--- src/design/sslf_pkg.sv ---
package sslf_pkg;
  // downstream frame layout
  localparam logic [4:0] FRAME_BITS = 5'h11; // active phase length in link clock pulses
  localparam logic [4:0] CNT_SAT = 5'h1F; // bit counter saturates here
  localparam int SEL_BIT = 0; // first bit received: frame kind
  localparam logic DATA_SEL = 1'b0; // selection value of a data frame
  localparam int CTRL_W = 17; // output_stage_control width
  localparam logic [16:0] CTRL_RESET = 17'h1FFFE; // all frame stages off after reset
  localparam logic [15:0] CTRL_ALL_OFF = 16'hFFFF; // stage bits forced off on link loss
  localparam int CMD_W = 16; // command frame payload, bits 1..16
  localparam int HALF_BITS = 8; // stage bits per half of a data frame
  localparam int EVEN_BASE = 9; // first frame bit of the even-stage half
  localparam int STAGE_N = 18;
  // stage numbers driven by frame bits 1..8 and 9..16
  localparam int ODD_STAGE [8] = '{1, 3, 5, 7, 9, 11, 13, 17};
  localparam int EVEN_STAGE [8] = '{2, 4, 6, 8, 10, 12, 14, 18};
  localparam int DLY_STAGE_A = 15; // stages reached only by the dedicated write command
  localparam int DLY_STAGE_B = 16;
  // upstream frame layout
  localparam logic [3:0] UP_FRAME_BITS = 4'hD;
  localparam logic UP_START = 1'b0;
  localparam logic [2:0] UP_STOP = 3'h7;
  localparam logic UP_IDLE = 1'b1; // line level between frames
  localparam int DIV_W = 4; // upstream divider setting width
  // timing
  localparam int CLK_MHZ = 100; // I_CLK rate
  localparam int SUPERV_TIME_US = 500; // link supervision time
  localparam int SUPERV_CYCLES = SUPERV_TIME_US * CLK_MHZ;
  // buffering
  localparam int CMD_FIFO_DEPTH = 32;
endpackage

--- src/design/sslf_fifo.sv ---
`timescale 1ns/1ps
// simple synchronous fifo, registered flags
module sslf_fifo #(
  parameter int WIDTH = 16,
  parameter int DEPTH = 32
) (
  // clock and reset
  input wire logic i_clk,
  input wire logic i_rst_n,
  // fill side
  input wire logic i_in_valid,
  output logic o_in_ready,
  input wire logic [WIDTH-1:0] i_in_data,
  // drain side
  output logic o_out_valid,
  input wire logic i_out_ready,
  output logic [WIDTH-1:0] o_out_data
);
  localparam int AW = $clog2(DEPTH);
  localparam logic [AW:0] FULL_CNT = (AW+1)'(DEPTH);
  localparam logic [AW-1:0] LAST_IDX = AW'(DEPTH - 1);

  typedef struct packed {
    logic [DEPTH-1:0][WIDTH-1:0] mem; // storage
    logic [AW-1:0] wr; // write index
    logic [AW-1:0] rd; // read index
    logic [AW:0] cnt; // words held
    logic in_ready; // not full
    logic out_valid; // not empty
  } sslf_fifo_t;

  sslf_fifo_t q, d;
  logic push, pop; // handshakes of this cycle

  assign push = i_in_valid & q.in_ready;
  assign pop = i_out_ready & q.out_valid;
  assign o_in_ready = q.in_ready;
  assign o_out_valid = q.out_valid;
  assign o_out_data = q.mem[q.rd];

  // pointer and count update; flags follow next count so they stay honest
  always_comb begin
    d = q;
    if (push) begin
      d.mem[q.wr] = i_in_data;
      d.wr = (q.wr == LAST_IDX) ? '0 : q.wr + 1'b1;
    end
    if (pop) begin
      d.rd = (q.rd == LAST_IDX) ? '0 : q.rd + 1'b1;
    end
    if (push && !pop) begin
      d.cnt = q.cnt + 1'b1;
    end else if (pop && !push) begin
      d.cnt = q.cnt - 1'b1;
    end
    d.in_ready = (d.cnt != FULL_CNT);
    d.out_valid = (d.cnt != '0);
  end

  // state register
  always_ff @(posedge i_clk or negedge i_rst_n) begin
    if (!i_rst_n) begin
      q <= '0;
      q.in_ready <= 1'b1;
    end else begin
      q <= d;
    end
  end
endmodule // sslf_fifo

--- src/design/sslf_link.sv ---
// Operation
// - data frame starts with zero selection bit
// - bits 1-8 odd stages, 9-16 even stages
// - no parity check on data frames
// - control bit one means stage off
// - stages 15 and 16 not frame controlled
// - accepted data frame writes output stage control
// - upstream output high means logic one
// - upstream rate divides downstream clock, configurable
// - upstream frame: start, eight data, parity, stops
// - upstream parity makes even ones count
// - start bit follows read within response time
// - read ignored while upstream transfer busy
// - new read only after last stop bit
// - writes and data frames run while busy
// - in-flight response keeps pre-write content
// - upstream bits timed by downstream clock
// - link logic halts without downstream clock
// - supervision timed independently of link clock
// - frame valid only with 17 clock pulses
// - data sampled on falling clock, select low
// - valid data frame restarts supervision; expiry switches off
`timescale 1ns/1ps
module sslf_link #(
  parameter int SUPERV_CYCLES = sslf_pkg::SUPERV_CYCLES,
  parameter int FIFO_DEPTH = sslf_pkg::CMD_FIFO_DEPTH
) (
  // clock and reset
  input wire logic I_CLK,
  input wire logic I_RST_N,
  // link pins
  input wire logic I_DOWNSTREAM_CLOCK_IN,
  input wire logic I_FRAME_SELECT_SYNC,
  input wire logic I_SERIAL_DATA_IN,
  output logic O_UPSTREAM_SERIAL_OUT,
  // received command frames to the command decoder
  output logic O_CMD_VALID,
  input wire logic I_CMD_READY,
  output logic [sslf_pkg::CMD_W-1:0] O_CMD_WORD,
  output logic O_CMD_FIFO_READY,
  // read requests from the command decoder
  input wire logic I_READ_REQ,
  input wire logic [7:0] I_READ_BYTE,
  input wire logic [sslf_pkg::DIV_W-1:0] I_UP_CLK_DIV,
  output logic O_UP_BUSY,
  // stage control
  input wire logic [1:0] I_DELAYED_STAGES_OFF,
  output logic [sslf_pkg::STAGE_N-1:0] O_STAGE_OFF,
  output logic [sslf_pkg::CTRL_W-1:0] O_OUTPUT_STAGE_CONTROL,
  // supervision
  input wire logic I_MON_FAIL_CLR,
  output logic O_LINK_MON_FAIL
);
  localparam int SUP_W = $clog2(SUPERV_CYCLES + 1);
  localparam logic [SUP_W-1:0] SUP_MAX = SUP_W'(SUPERV_CYCLES);
  localparam logic [SUP_W-1:0] SUP_LAST = SUP_W'(SUPERV_CYCLES - 1);

  typedef struct packed {
    logic clk_s1, clk_s2, clk_prev; // link clock synchroniser and edge history
    logic sel_s1, sel_s2, sel_prev; // select synchroniser and edge history
    logic din_s1, din_s2; // serial data synchroniser
    logic [4:0] bit_cnt; // falling edges seen in the active phase
    logic [sslf_pkg::CTRL_W-1:0] shift; // received bits, first bit at 0
    logic [sslf_pkg::CTRL_W-1:0] ctrl; // output_stage_control
    logic [sslf_pkg::STAGE_N-1:0] stage_off; // per-stage off command
    logic [SUP_W-1:0] sup_cnt; // supervision timer
    logic mon_fail; // sticky link-monitor failure
    logic cmd_push; // command frame waiting for the fifo
    logic [sslf_pkg::CMD_W-1:0] cmd_word; // its payload
    logic tx_busy; // upstream frame in flight
    logic [12:0] tx_shift; // remaining upstream bits, next at 0
    logic [3:0] bits_left; // upstream bits still to start
    logic [sslf_pkg::DIV_W-1:0] div_set; // divider latched at read accept
    logic [sslf_pkg::DIV_W-1:0] div_cnt; // link edges until next bit
    logic upstream_serial_out; // upstream line
  } sslf_state_t;

  sslf_state_t q, d;
  logic link_fall; // falling edge of the synchronised link clock
  logic sel_rise; // end of an active phase
  logic len_ok; // exactly 17 pulses seen
  logic data_ok; // accepted data frame this cycle
  logic sup_expire; // supervision timer runs out this cycle
  logic read_ok; // read request taken this cycle
  logic tx_tick; // upstream bit boundary this cycle
  logic fifo_in_ready; // fifo space, registered in the fifo

  // edges seen after the second synchroniser stage only
  assign link_fall = q.clk_prev & ~q.clk_s2;
  assign sel_rise = q.sel_s2 & ~q.sel_prev;
  assign len_ok = (q.bit_cnt == sslf_pkg::FRAME_BITS);
  // no parity, only the length and the selection bit decide
  assign data_ok = sel_rise && len_ok && (q.shift[sslf_pkg::SEL_BIT] == sslf_pkg::DATA_SEL);
  // supervision counts on I_CLK, not on link edges, so a dead link still expires
  assign sup_expire = (q.sup_cnt == SUP_LAST);
  // busy refuses reads; idle again only after the last stop bit has run
  assign read_ok = I_READ_REQ && !q.tx_busy;
  // upstream bits move only on link edges: no clock, no progress
  assign tx_tick = q.tx_busy && link_fall && (q.div_cnt == '0);

  // next-state logic
  always_comb begin
    d = q;
    // two-flop synchronisers for the three link pins
    d.clk_s1 = I_DOWNSTREAM_CLOCK_IN;
    d.clk_s2 = q.clk_s1;
    d.clk_prev = q.clk_s2;
    d.sel_s1 = I_FRAME_SELECT_SYNC;
    d.sel_s2 = q.sel_s1;
    d.sel_prev = q.sel_s2;
    d.din_s1 = I_SERIAL_DATA_IN;
    d.din_s2 = q.din_s1;
    d.cmd_push = 1'b0;
    // sample on the falling edge only while select is low
    if (link_fall && !q.sel_s2) begin
      d.shift = {q.din_s2, q.shift[sslf_pkg::CTRL_W-1:1]};
      if (q.bit_cnt != sslf_pkg::CNT_SAT) begin
        d.bit_cnt = q.bit_cnt + 1'b1;
      end
    end
    // supervision timer, saturating so it expires once
    if (q.sup_cnt != SUP_MAX) begin
      d.sup_cnt = q.sup_cnt + 1'b1;
    end
    // software clear first, so an expiry in the same cycle wins
    if (I_MON_FAIL_CLR) begin
      d.mon_fail = 1'b0;
    end
    if (sup_expire) begin
      d.mon_fail = 1'b1;
      d.ctrl[sslf_pkg::CTRL_W-1:1] = sslf_pkg::CTRL_ALL_OFF;
    end
    // end of an active phase: judge length and kind, ignore the rest
    if (sel_rise) begin
      d.bit_cnt = '0;
      if (data_ok) begin
        d.ctrl = q.shift;
        d.sup_cnt = '0;
      end else if (len_ok) begin
        // a full fifo drops the frame like a bad one; its ready flag shows it
        d.cmd_push = 1'b1;
        d.cmd_word = q.shift[sslf_pkg::CTRL_W-1:1];
      end
    end
    // frame bit order to stage number; one means off
    for (int k = 0; k < sslf_pkg::HALF_BITS; k++) begin
      d.stage_off[sslf_pkg::ODD_STAGE[k]-1] = q.ctrl[k+1];
      d.stage_off[sslf_pkg::EVEN_STAGE[k]-1] = q.ctrl[k+sslf_pkg::EVEN_BASE];
    end
    // delayed stages come from the write command path only
    d.stage_off[sslf_pkg::DLY_STAGE_A-1] = I_DELAYED_STAGES_OFF[0];
    d.stage_off[sslf_pkg::DLY_STAGE_B-1] = I_DELAYED_STAGES_OFF[1];
    // upstream transmitter
    if (read_ok) begin
      d.tx_busy = 1'b1;
      // byte captured now, so later writes cannot change the frame in flight
      d.tx_shift = {sslf_pkg::UP_STOP, ^I_READ_BYTE, I_READ_BYTE, sslf_pkg::UP_START};
      d.bits_left = sslf_pkg::UP_FRAME_BITS;
      d.div_set = I_UP_CLK_DIV;
      d.div_cnt = '0; // start bit on the next link edge
    end else if (q.tx_busy && link_fall) begin
      if (q.div_cnt != '0) begin
        d.div_cnt = q.div_cnt - 1'b1;
      end else if (q.bits_left == '0) begin
        // last stop bit has had its full period
        d.tx_busy = 1'b0;
        d.upstream_serial_out = sslf_pkg::UP_IDLE;
      end else begin
        d.upstream_serial_out = q.tx_shift[0];
        d.tx_shift = {sslf_pkg::UP_IDLE, q.tx_shift[12:1]};
        d.bits_left = q.bits_left - 1'b1;
        d.div_cnt = q.div_set;
      end
    end
  end

  // state register; all fields take constants under reset
  always_ff @(posedge I_CLK or negedge I_RST_N) begin
    if (!I_RST_N) begin
      q <= '0;
      q.sel_s1 <= 1'b1;
      q.sel_s2 <= 1'b1;
      q.sel_prev <= 1'b1;
      q.ctrl <= sslf_pkg::CTRL_RESET;
      q.stage_off <= '1;
      q.upstream_serial_out <= sslf_pkg::UP_IDLE;
    end else begin
      q <= d;
    end
  end

  // command frames wait here for the decoder
  sslf_fifo #(
    .WIDTH(sslf_pkg::CMD_W),
    .DEPTH(FIFO_DEPTH)
  ) u_cmd_fifo (
    .i_clk(I_CLK),
    .i_rst_n(I_RST_N),
    .i_in_valid(q.cmd_push),
    .o_in_ready(fifo_in_ready),
    .i_in_data(q.cmd_word),
    .o_out_valid(O_CMD_VALID),
    .i_out_ready(I_CMD_READY),
    .o_out_data(O_CMD_WORD)
  );

  // outputs straight from flops
  assign O_UPSTREAM_SERIAL_OUT = q.upstream_serial_out;
  assign O_CMD_FIFO_READY = fifo_in_ready;
  assign O_UP_BUSY = q.tx_busy;
  assign O_STAGE_OFF = q.stage_off;
  assign O_OUTPUT_STAGE_CONTROL = q.ctrl;
  assign O_LINK_MON_FAIL = q.mon_fail;
endmodule // sslf_link

--- config.mk ---
export PLATFORM = sky130hd
export DESIGN_NAME = sslf_link
export DESIGN_NICKNAME = d
export VERILOG_FILES = /design/src/design/sslf_pkg.sv /design/src/design/sslf_fifo.sv /design/src/design/sslf_link.sv
export SDC_FILE = /design/constraint.sdc
export NUM_CORES = 1
export LEC_CHECK = 0
export ABC_AREA = 1
export BUFFER_PORTS_ARGS = -buffer_cell sky130_fd_sc_hd__buf_2
export CAP_MARGIN = 10
export CORE_MARGIN = 1
export CORE_UTILIZATION = 30
export CTS_BUF_LIST = sky130_fd_sc_hd__clkbuf_8
export DETAILED_ROUTE_END_ITERATION = 8
export PLACE_DENSITY = 0.57
export SLEW_MARGIN = 20
export SYNTH_ARGS = -nofsm -noshare
export SYNTH_HDL_FRONTEND = slang
export SYNTH_SLANG_ARGS = --single-unit
export TNS_END_PERCENT = 5
--- constraint.sdc ---
create_clock -name I_CLK -period 1.5 [get_ports I_CLK]
set_clock_uncertainty 0.15 [all_clocks]
set_input_delay 0.15 -clock I_CLK [delete_from_list [all_inputs] [get_ports I_CLK]]
set_output_delay 0.15 -clock I_CLK [all_outputs]
set_load 0.01 [all_outputs]
-- Yosys cells after proc, flatten, opt, wreduce, memory -nomap -nowiden
Cells that the tools add are included.
- flip-flop bits (word level): 656
- output and inout bits: 56
- $add $sub $neg: 8
- $lt $le $gt $ge: 3
- eq/ne operators: 10
- mux-type cells: 34
- bitwise logic cells: 10
- reductions and logical operators: 28
- operator list (cell ; count):
    bitwise mux 512 bit ; 1
    two-way mux 17 bit ; 6
    two-way mux 16 bit ; 6
    binary-select mux 16 bit (select 5 bit) ; 1
    demux 16 bit (select 5 bit) ; 1
    two-way mux 18 bit ; 3
    two-way mux 5 bit ; 5
    two-way mux 22 bit ; 1
    adder 16 x 1 -> 16 bit (second input constant) ; 1
    == test 16 bit (second input constant) ; 1
    != test 16 bit (second input constant) ; 1
    adder 5 x 1 -> 5 bit (second input constant) ; 3
    == test 5 bit (second input constant) ; 3
    less-than comparator 5 x 6 -> 1 bit (second input constant) ; 2
    two-way mux 4 bit ; 3
    two-way mux 6 bit ; 2
    AND reduction 3 bit ; 4
    nonzero test 2 bit ; 5
    logical AND 1 bit ; 8
    parity 8 bit ; 1
    subtractor 4 x 1 -> 4 bit (second input constant) ; 2
    adder 6 x 1 -> 6 bit (second input constant) ; 1
    != test 6 bit (second input constant) ; 1
    NOT 1 bit ; 6
    other kinds (12) ; 25

-- Longest topological paths before layout
Gate-level depths: netlist (run 1).
- depth after elaboration: 6
- mapped depth: 11

-- Cells and area by module
Synthesis (run 1) repeated with hierarchy kept, for this count alone.
- cell total of the unflattened synthesis: 3728
- area, all modules: 30115.1 µm²
- modules (own cells, without submodules) (module ; times used ; cells an instance ; area an instance (µm²)):
    sslf_fifo ; 1 ; 3106 ; 24499.7
    sslf_link ; 1 ; 622 ; 5615.4

-- Worst setup path before layout (run 1)
No wires, ideal clock.
- path kind: register -> register
- from: reg u_cmd_fifo.q, in the netlist u_cmd_fifo.o_in_ready
- to: reg u_cmd_fifo.q, in the netlist u_cmd_fifo.o_out_valid
- arrival: 1369 ps
- setup slack: -139 ps
- cell stages (with the launch flop): 11
- buffers on the path: 1
- clock period less this slack: 1639 ps
- path through: dfstp_2 nand2_4 inv_4 buf_6 nand2_2 nand2_1 nor2_1 nor2_1 nand3_1 nor2_1 nand2_1
- RTL lines (item ; RTL line ; RTL):
    start, declared ; sslf_fifo.sv:32 ; sslf_fifo_t q, d;

-- Worst setup path after layout (run 1)
- from: reg u_cmd_fifo.q[8] (netlist name)
- to: out O_CMD_WORD[14] (netlist name)
- longest elaborated chain between the ends: 2
- RTL lines (item ; RTL line ; RTL):
    binary-select mux 16 bit (select 5 bit) ; sslf_fifo.sv:39 ; assign o_out_data = q.mem[q.rd];
    two-way mux 16 bit (implied by the code) ; sslf_fifo.sv:39 ;
    end, declared ; sslf_link.sv:39 ; output logic [sslf_pkg::CMD_W-1:0] O_CMD_WORD,
Every way passes these cells. The select of a mux whose other input is x is not followed.

==> results of run 1 <==
-- power by group through the flow --
stage          clock, W  sequential (W)  combinational, W
5_1_grt          0.0193          0.0187            0.0240
3_5_place_dp          0          0.0190            0.0171
6_report         0.0181          0.0186            0.0225
4_1_cts          0.0185          0.0186            0.0213
3_3_place_gp          0          0.0190            0.0170
2_1_floorplan         0          0.0189           0.00927
-- worst min-delay path, delay by kind of cell --
| kind | cells | cell delay [ns] |
|---|---|---|
| buffers and inverters | 2 | 0.65 |
| AOI/OAI and AO/OA | 2 | 0.20 |
-- cell type report --
class / count / share of cell area
tap: 1357 / 0.0414
antenna: 2 / 0.000122
clock buffer: 149 / 0.0500
multi-input combinational: 2646 / 0.311
sequential: 656 / 0.401
timing repair buffer: 508 / 0.156
inverter: 282 / 0.0275
timing repair inverter: 1 / 0.000488
clock inverter: 62 / 0.0122
-- routing by layer --
layer,wire length [um],vias to the layer above
met5,0,-
met4,2430,0
met3,6790,168
met2,44600,821
met1,46600,13192
li1,-,13020
-- flip-flops by register name, indices dropped and copies added, names as in the netlist --
signal	count
u_cmd_fifo.q	528
O_UPSTREAM_SERIAL_OUT	1
O_LINK_MON_FAIL	1
q	83
u_cmd_fifo.o_in_ready	1
O_OUTPUT_STAGE_CONTROL	17
d	5
u_cmd_fifo.o_out_valid	1
O_STAGE_OFF	18
O_UP_BUSY	1
-- layout by cell type, fill, tap and decap left out, types with 16 or more instances in the layout --
| cell | n |
|---|---|
| nand2_1 | 1185 |
| dfrtp_1 | 615 |
| o21ai_0 | 446 |
| inv_1 | 288 |
| nand3_1 | 229 |
| nor2_1 | 209 |
| buf_4 | 208 |
| clkbuf_8 | 149 |
| o21ai_1 | 127 |
| buf_12 | 120 |
| nand2_2 | 115 |
| a21oi_1 | 96 |
| buf_6 | 62 |
| nand3_2 | 53 |
| dfstp_2 | 39 |
| buf_2 | 36 |
| dlygate4sd3_1 | 32 |
| nor2_4 | 29 |
| buf_16 | 27 |
| nor2_2 | 23 |
| inv_2 | 20 |
| a21oi_2 | 20 |
| nor3_1 | 16 |
| a31oi_1 | 16 |
-- how the worst min path moves through the flow --
stage | startpoint | end | slack, ns | cells after the start
CTS | I_READ_BYTE[5] | q[19]$_DFFE_PN0P_ | 0.10 | 4
finish | I_READ_BYTE[5] | q[19]$_DFFE_PN0P_ | 0.16 | 4
global route | I_READ_BYTE[3] | q[17]$_DFFE_PN0P_ | 0.16 | 4
detailed placement | I_RST_N | q[20]$_DFFE_PN0P_ | -0.12 | 1
global placement | I_RST_N | q[20]$_DFFE_PN0P_ | -0.12 | 1
floorplan | I_RST_N | O_LINK_MON_FAIL$_DFFE_PN0P_ | -0.30 | 0
-- repair_timing --
item	4_1_cts	5_1_grt
gates resized for setup	415	132
setup buffers	27	11
hold buffers	33	0
cloned	27	15
setup endpoints to repair	660	664
endpoints found under the hold margin	701	0
pin swaps	64	40
-- per-stage QoR --
stage / setup TNS [ns] / utilization
final: -135.21 / 0.408
after global routing: -195.76 / 0.408
after CTS: -154.77 / 0.399
after detailed placement: -146.33 / 0.347
after global placement: -135.10 / 0.347
after floorplan: -30.39 / -
-- cells by family after synthesis --
kind of cell,Yosys count
compound gates,721
fa+ha+maj,17
flops,656
simple gates,1902
xor+xnor,6
buf+inv,583
==> results.sh, run 1 <==
export IMPL_p_clk_frac=0.306
export IMPL_required_ns=1.20
export IMPL_synth_edf_count=0
export IMPL_hold_ws_ns=0.165
export IMPL_grtUsageTotal=0.191
export IMPL_drtAntennaViolNets=0
export IMPL_core_sq_mm=0.101
export IMPL_path_cells="buf_12, inv_16, buf_12, buf_16, nand2_1, nand3_1, nand3_2, nand2_4, nor2_4, nand2_2, nand2_2, inv_1, buf_2"
export IMPL_max_freq_ghz=0.346
export IMPL_cpPeakStageDelay_ns=0.48
export IMPL_timing_slew_headroom=0.706
export IMPL_r2r_end="u_cmd_fifo.q[224]$_DFFE_PN0P_"
export IMPL_synthMuxAreaShare=0
export IMPL_end_kind="primary output"
export IMPL_die_w_um=322
export IMPL_netSwitchingPower_w=0.0212
export IMPL_power_frac_comb=0.379
export IMPL_layoutNonFillerInstCount=5663
export IMPL_design_area_sq_mm=0.0411
export IMPL_crit_path_start="u_cmd_fifo.q[8]$_DFFE_PN0P_"
export IMPL_wl_per_cell_um=17.7
export IMPL_async_flop_share=1.00
export IMPL_path_class="reg2out"
export IMPL_grt_start_max_net_pins=61
export IMPL_grt_overflow=0
export IMPL_nNetsFinal=4248
export IMPL_swShare=0.358
export IMPL_yosys_area_share_adder=0.00694
export IMPL_clk_pin_slew_worst_paths_ns=0.07
export IMPL_hp_class="in2reg"
export IMPL_regArea_sq_mm=0.0165
export IMPL_ff2ff_path_depth=9
export IMPL_drt_iter0_markers=2545
export IMPL_h_tree_depth=3
export IMPL_drt_wl_total_mm=100
export IMPL_initial_core_util=0.304
export IMPL_p_leak_nw=18.8
export IMPL_num_fill_cells=10140
export IMPL_via_per_inst=4.80
export IMPL_reg2reg_setup_slack_ns=-0.34
export IMPL_r2r_start="u_cmd_fifo.o_in_ready$_DFF_PN1_"
export IMPL_post_place_ws_ns=-0.745
export IMPL_endpoint="O_CMD_WORD[14]"
export IMPL_synth_top_area_share=0.504
export IMPL_path_depth=13
export IMPL_syn_avg_cell_area_sq_um=7.89
export IMPL_cts_sinks=656
export IMPL_ys_ff_latch=656
export IMPL_drive_gt1_frac=0.235
export IMPL_insertion_delay_ns=0.77
export IMPL_synth_cell_types=36
export IMPL_synth_cells=3885
export IMPL_netlist_area_sq_mm=0.0307
export IMPL_finalCritPeriodShare=1.93
export IMPL_max_clock_path_buffers=3
export IMPL_area_growth_pct=33.9
export IMPL_grt_busiest_layer="met2"
export IMPL_grtUsageMet3=0.0346
export IMPL_firstDrtPassIters=6
export IMPL_vias=27201
export IMPL_multi_input_area_sq_mm=0.0128
export IMPL_grt_pass1_wl_mm=154
export IMPL_place_gp_congestion=0.797
export IMPL_setup_violations_final=657
export IMPL_crit_path_top_delay_cell="dfrtp_4"
export IMPL_path_buf_inv=6
export IMPL_yosys_cell_count_top_type="nand2_1"
export IMPL_synthTopCellsByCount="nand2_1, dfrtp_1, o21ai_0, nand3_1, inv_1"
export IMPL_dp_cells=5339
export IMPL_rsz0062_at_grt="true"
export IMPL_synth_simple_gate_area_share=0.250
export IMPL_fp_row_count=116
export IMPL_status="finished, violations left"
export IMPL_io_pins=78
export IMPL_synth_compound_area_share=0.119
export IMPL_dp_hpwl_mm=57.5
export IMPL_grt_antenna_before_repair=1
export IMPL_seqPwrFrac=0.315
export IMPL_synth_area_top_cells="dfrtp_1, nand2_1, o21ai_0"
export IMPL_p_total_w=0.0592
export IMPL_tightest_slew_ns=0.441
export IMPL_syn_nets=3924
export IMPL_synth_warnings=0
export IMPL_cts_buffers=114
export IMPL_dieArea_sq_mm=0.103
export IMPL_failed_checks="setup timing"
export IMPL_finalCriticalPeriod_ns=2.89
export IMPL_synth_xor_area_frac=0.00171
export IMPL_p_per_area_mw_per_mm2=1440
export IMPL_p_int_w=0.0380
export IMPL_drcViolationCount=0
export IMPL_ir_drop_v=0.00100
export IMPL_drv_slew=0
export IMPL_crit_family="buffers and inverters"
export IMPL_hold_violations=0
export IMPL_cts_root_buf="clkbuf_8"
export IMPL_ys_flop_type="dfrtp_1"
export IMPL_synth_top_area_cell="dfrtp_1"
export IMPL_worstPathArrival_ns=2.59
export IMPL_synth_top_family_by_area="simple AND/OR/NAND/NOR gates"
export IMPL_startpoint_type="register"
export IMPL_io_buffers=77
export IMPL_grt_use_met1=0.273
export IMPL_setup_slack_ns=-1.39
export IMPL_ys_seq_area_frac=0.537
export IMPL_grt_pass1_vias=25990
export IMPL_placed_area_sq_mm=0.0350
export IMPL_crit_fanout=6
export IMPL_cap_violations=0
export IMPL_die_h_um=322
export IMPL_cts_tree="built"
export IMPL_grtUsageMet2=0.292
No activity file was read; power rests on OpenSTA's default activity.
==> run 2: changes to the inputs <==
--- a/config.mk
+++ b/config.mk
@@ -12,7 +12,6 @@
 export CORE_UTILIZATION = 30
 export CTS_BUF_LIST = sky130_fd_sc_hd__clkbuf_8
 export DETAILED_ROUTE_END_ITERATION = 8
-export PLACE_DENSITY = 0.57
 export SLEW_MARGIN = 20
 export SYNTH_ARGS = -nofsm -noshare
 export SYNTH_HDL_FRONTEND = slang
==> results.sh, run 2 (synthesized netlist as in run 1, its figures left out) <==
export IMPL_tightest_slew_ns=0.356
export IMPL_seqPwrFrac=0.339
export IMPL_failed_checks="setup timing"
export IMPL_io_buffers=77
export IMPL_p_per_area_mw_per_mm2=1390
export IMPL_swShare=0.364
export IMPL_finalCriticalPeriod_ns=2.87
export IMPL_drtAntennaViolNets=0
export IMPL_reg2reg_setup_slack_ns=-0.41
export IMPL_ir_drop_v=0.00106
export IMPL_grt_antenna_before_repair=1
export IMPL_insertion_delay_ns=0.74
export IMPL_grt_overflow=0
export IMPL_largest_register_ffs=528
export IMPL_die_h_um=322
export IMPL_hold_violations=0
export IMPL_via_per_inst=4.75
export IMPL_h_tree_depth=3
export IMPL_num_fill_cells=10207
export IMPL_drive_gt1_frac=0.219
export IMPL_setup_slack_ns=-1.37
export IMPL_drv_slew=0
export IMPL_min_from="I_READ_BYTE[5]"
export IMPL_drt_iter0_markers=2289
export IMPL_crit_fanout=10
export IMPL_required_ns=1.20
export IMPL_clk_pin_slew_worst_paths_ns=0.06
export IMPL_grtUsageTotal=0.176
export IMPL_cts_sinks=656
export IMPL_hold_path_depth=4
export IMPL_nNetsFinal=4203
export IMPL_rsz0062_at_grt="true"
export IMPL_die_w_um=322
export IMPL_grt_pass1_vias=25746
export IMPL_p_clk_frac=0.290
export IMPL_hold_end="q[19]$_DFFE_PN0P_"
export IMPL_path_class="reg2out"
export IMPL_initial_core_util=0.304
export IMPL_cts_tree="built"
export IMPL_drt_wl_total_mm=93.7
export IMPL_wl_per_cell_um=16.7
export IMPL_hp_class="in2reg"
export IMPL_finalCritPeriodShare=1.91
export IMPL_end_kind="primary output"
export IMPL_netSwitchingPower_w=0.0201
export IMPL_final_cell_mix="nand2_1, dfrtp_1, o21ai_0"
export IMPL_regMostFlops="u_cmd_fifo.q"
export IMPL_r2r_start="u_cmd_fifo.q[8]$_DFFE_PN0P_"
export IMPL_ff2ff_path_depth=10
export IMPL_fp_row_count=116
export IMPL_drcViolationCount=0
export IMPL_vias=26642
export IMPL_dieArea_sq_mm=0.103
export IMPL_grt_pass1_wl_mm=145
export IMPL_design_area_sq_mm=0.0398
export IMPL_cap_violations=0
export IMPL_p_int_w=0.0351
export IMPL_status="finished, violations left"
export IMPL_placed_area_sq_mm=0.0348
export IMPL_p_total_w=0.0552
export IMPL_worstPathArrival_ns=2.57
export IMPL_dp_hpwl_mm=56.7
export IMPL_place_gp_congestion=0.820
export IMPL_io_pins=78
export IMPL_grt_start_max_net_pins=64
export IMPL_max_freq_ghz=0.349
export IMPL_area_growth_pct=29.8
export IMPL_startpoint_type="register"
export IMPL_cts_buffers=111
export IMPL_core_sq_mm=0.101
export IMPL_max_clock_path_buffers=3
export IMPL_setup_violations_final=648
export IMPL_timing_slew_headroom=0.763
export IMPL_firstDrtPassIters=5
export IMPL_regArea_sq_mm=0.0165
export IMPL_final_common_cell="nand2_1"
export IMPL_cts_root_buf="clkbuf_8"
export IMPL_p_leak_nw=18.3
export IMPL_power_frac_comb=0.370
export IMPL_multi_input_area_sq_mm=0.0126
export IMPL_r2r_end="u_cmd_fifo.q[8]$_DFFE_PN0P_"
-- run 2: metal layers --
metal,up-vias,track usage,routed length (um)
met5,-,0,0
met3,147,0.0322,5560
met1,12858,0.245,43100
met2,745,0.277,42900
li1,12892,-,-
met4,0,0.0533,2160
-- run 2: per-stage QoR --
step	setup TNS [ns]	setup slack [ns]	util	instances	hold WS (ns)
final	-93.94	-1.37	0.395	5613	0.181
after global routing	-151.59	-1.48	0.395	5613	0.213
after CTS	-108.79	-1.40	0.380	5584	0.126
after detailed placement	-132.08	-0.676	0.346	5329	-0.0885
after global placement	-127.01	-0.707	0.346	5329	-0.0924
after floorplan	-30.39	-0.139	-	3885	-0.296
-- run 2: area by class of cell --
| cell class | count | share of cell area |
|---|---|---|
| antenna | 2 | 0.000126 |
| clock buffer | 137 | 0.0474 |
| clock inverter | 66 | 0.00852 |
| inverter | 282 | 0.0285 |
| multi-input combinational | 2646 | 0.318 |
| sequential | 656 | 0.414 |
| tap | 1357 | 0.0427 |
| timing repair buffer | 466 | 0.140 |
| timing repair inverter | 1 | 0.000503 |
-- run 2: what timing repair did --
| item | in CTS | in global routing |
|---|---|---|
| buffers inserted | 13 | 13 |
| pin swaps | 16 | 97 |
| hold buffers | 33 | 0 |
| gates resized for setup | 162 | 318 |
| endpoints found under the hold margin | 701 | 0 |
| endpoints found under the setup margin | 662 | 681 |
| cloned | 6 | 16 |
-- run 2: power groups by stage --
stage	combinational, W	sequential, W	clock, W
floorplan	0.00927	0.0189	0
global placement	0.0162	0.0190	0
detailed placement	0.0163	0.0190	0
CTS	0.0181	0.0187	0.0165
global route	0.0221	0.0188	0.0173
finish	0.0205	0.0187	0.0160
-- run 2: worst max-delay path by stage --
stage,from,endpoint,depth (start not counted)
after floorplan,u_cmd_fifo.o_in_ready$_DFF_PN1_,u_cmd_fifo.o_out_valid$_DFF_PN0_,10
after detailed placement,u_cmd_fifo.q[9]$_DFFE_PN0P_,O_CMD_WORD[8],11
final,u_cmd_fifo.q[8]$_DFFE_PN0P_,O_CMD_WORD[12],12
after CTS,u_cmd_fifo.q[8]$_DFFE_PN0P_,O_CMD_WORD[1],12
after global placement,u_cmd_fifo.q[8]$_DFFE_PN0P_,O_CMD_WORD[15],11
after global routing,u_cmd_fifo.q[8]$_DFFE_PN0P_,O_CMD_WORD[13],13
-- run 2: critical path: stages, from the launching register on --
cell	delay, ns
dfrtp_4	0.50
buf_12	0.18
inv_16	0.11
buf_6	0.14
buf_12	0.14
nand2_1	0.06
nand3_1	0.10
a21oi_2	0.08
nor2_1	0.12
nand2_2	0.09
nand2_4	0.10
inv_1	0.04
buf_2	0.13
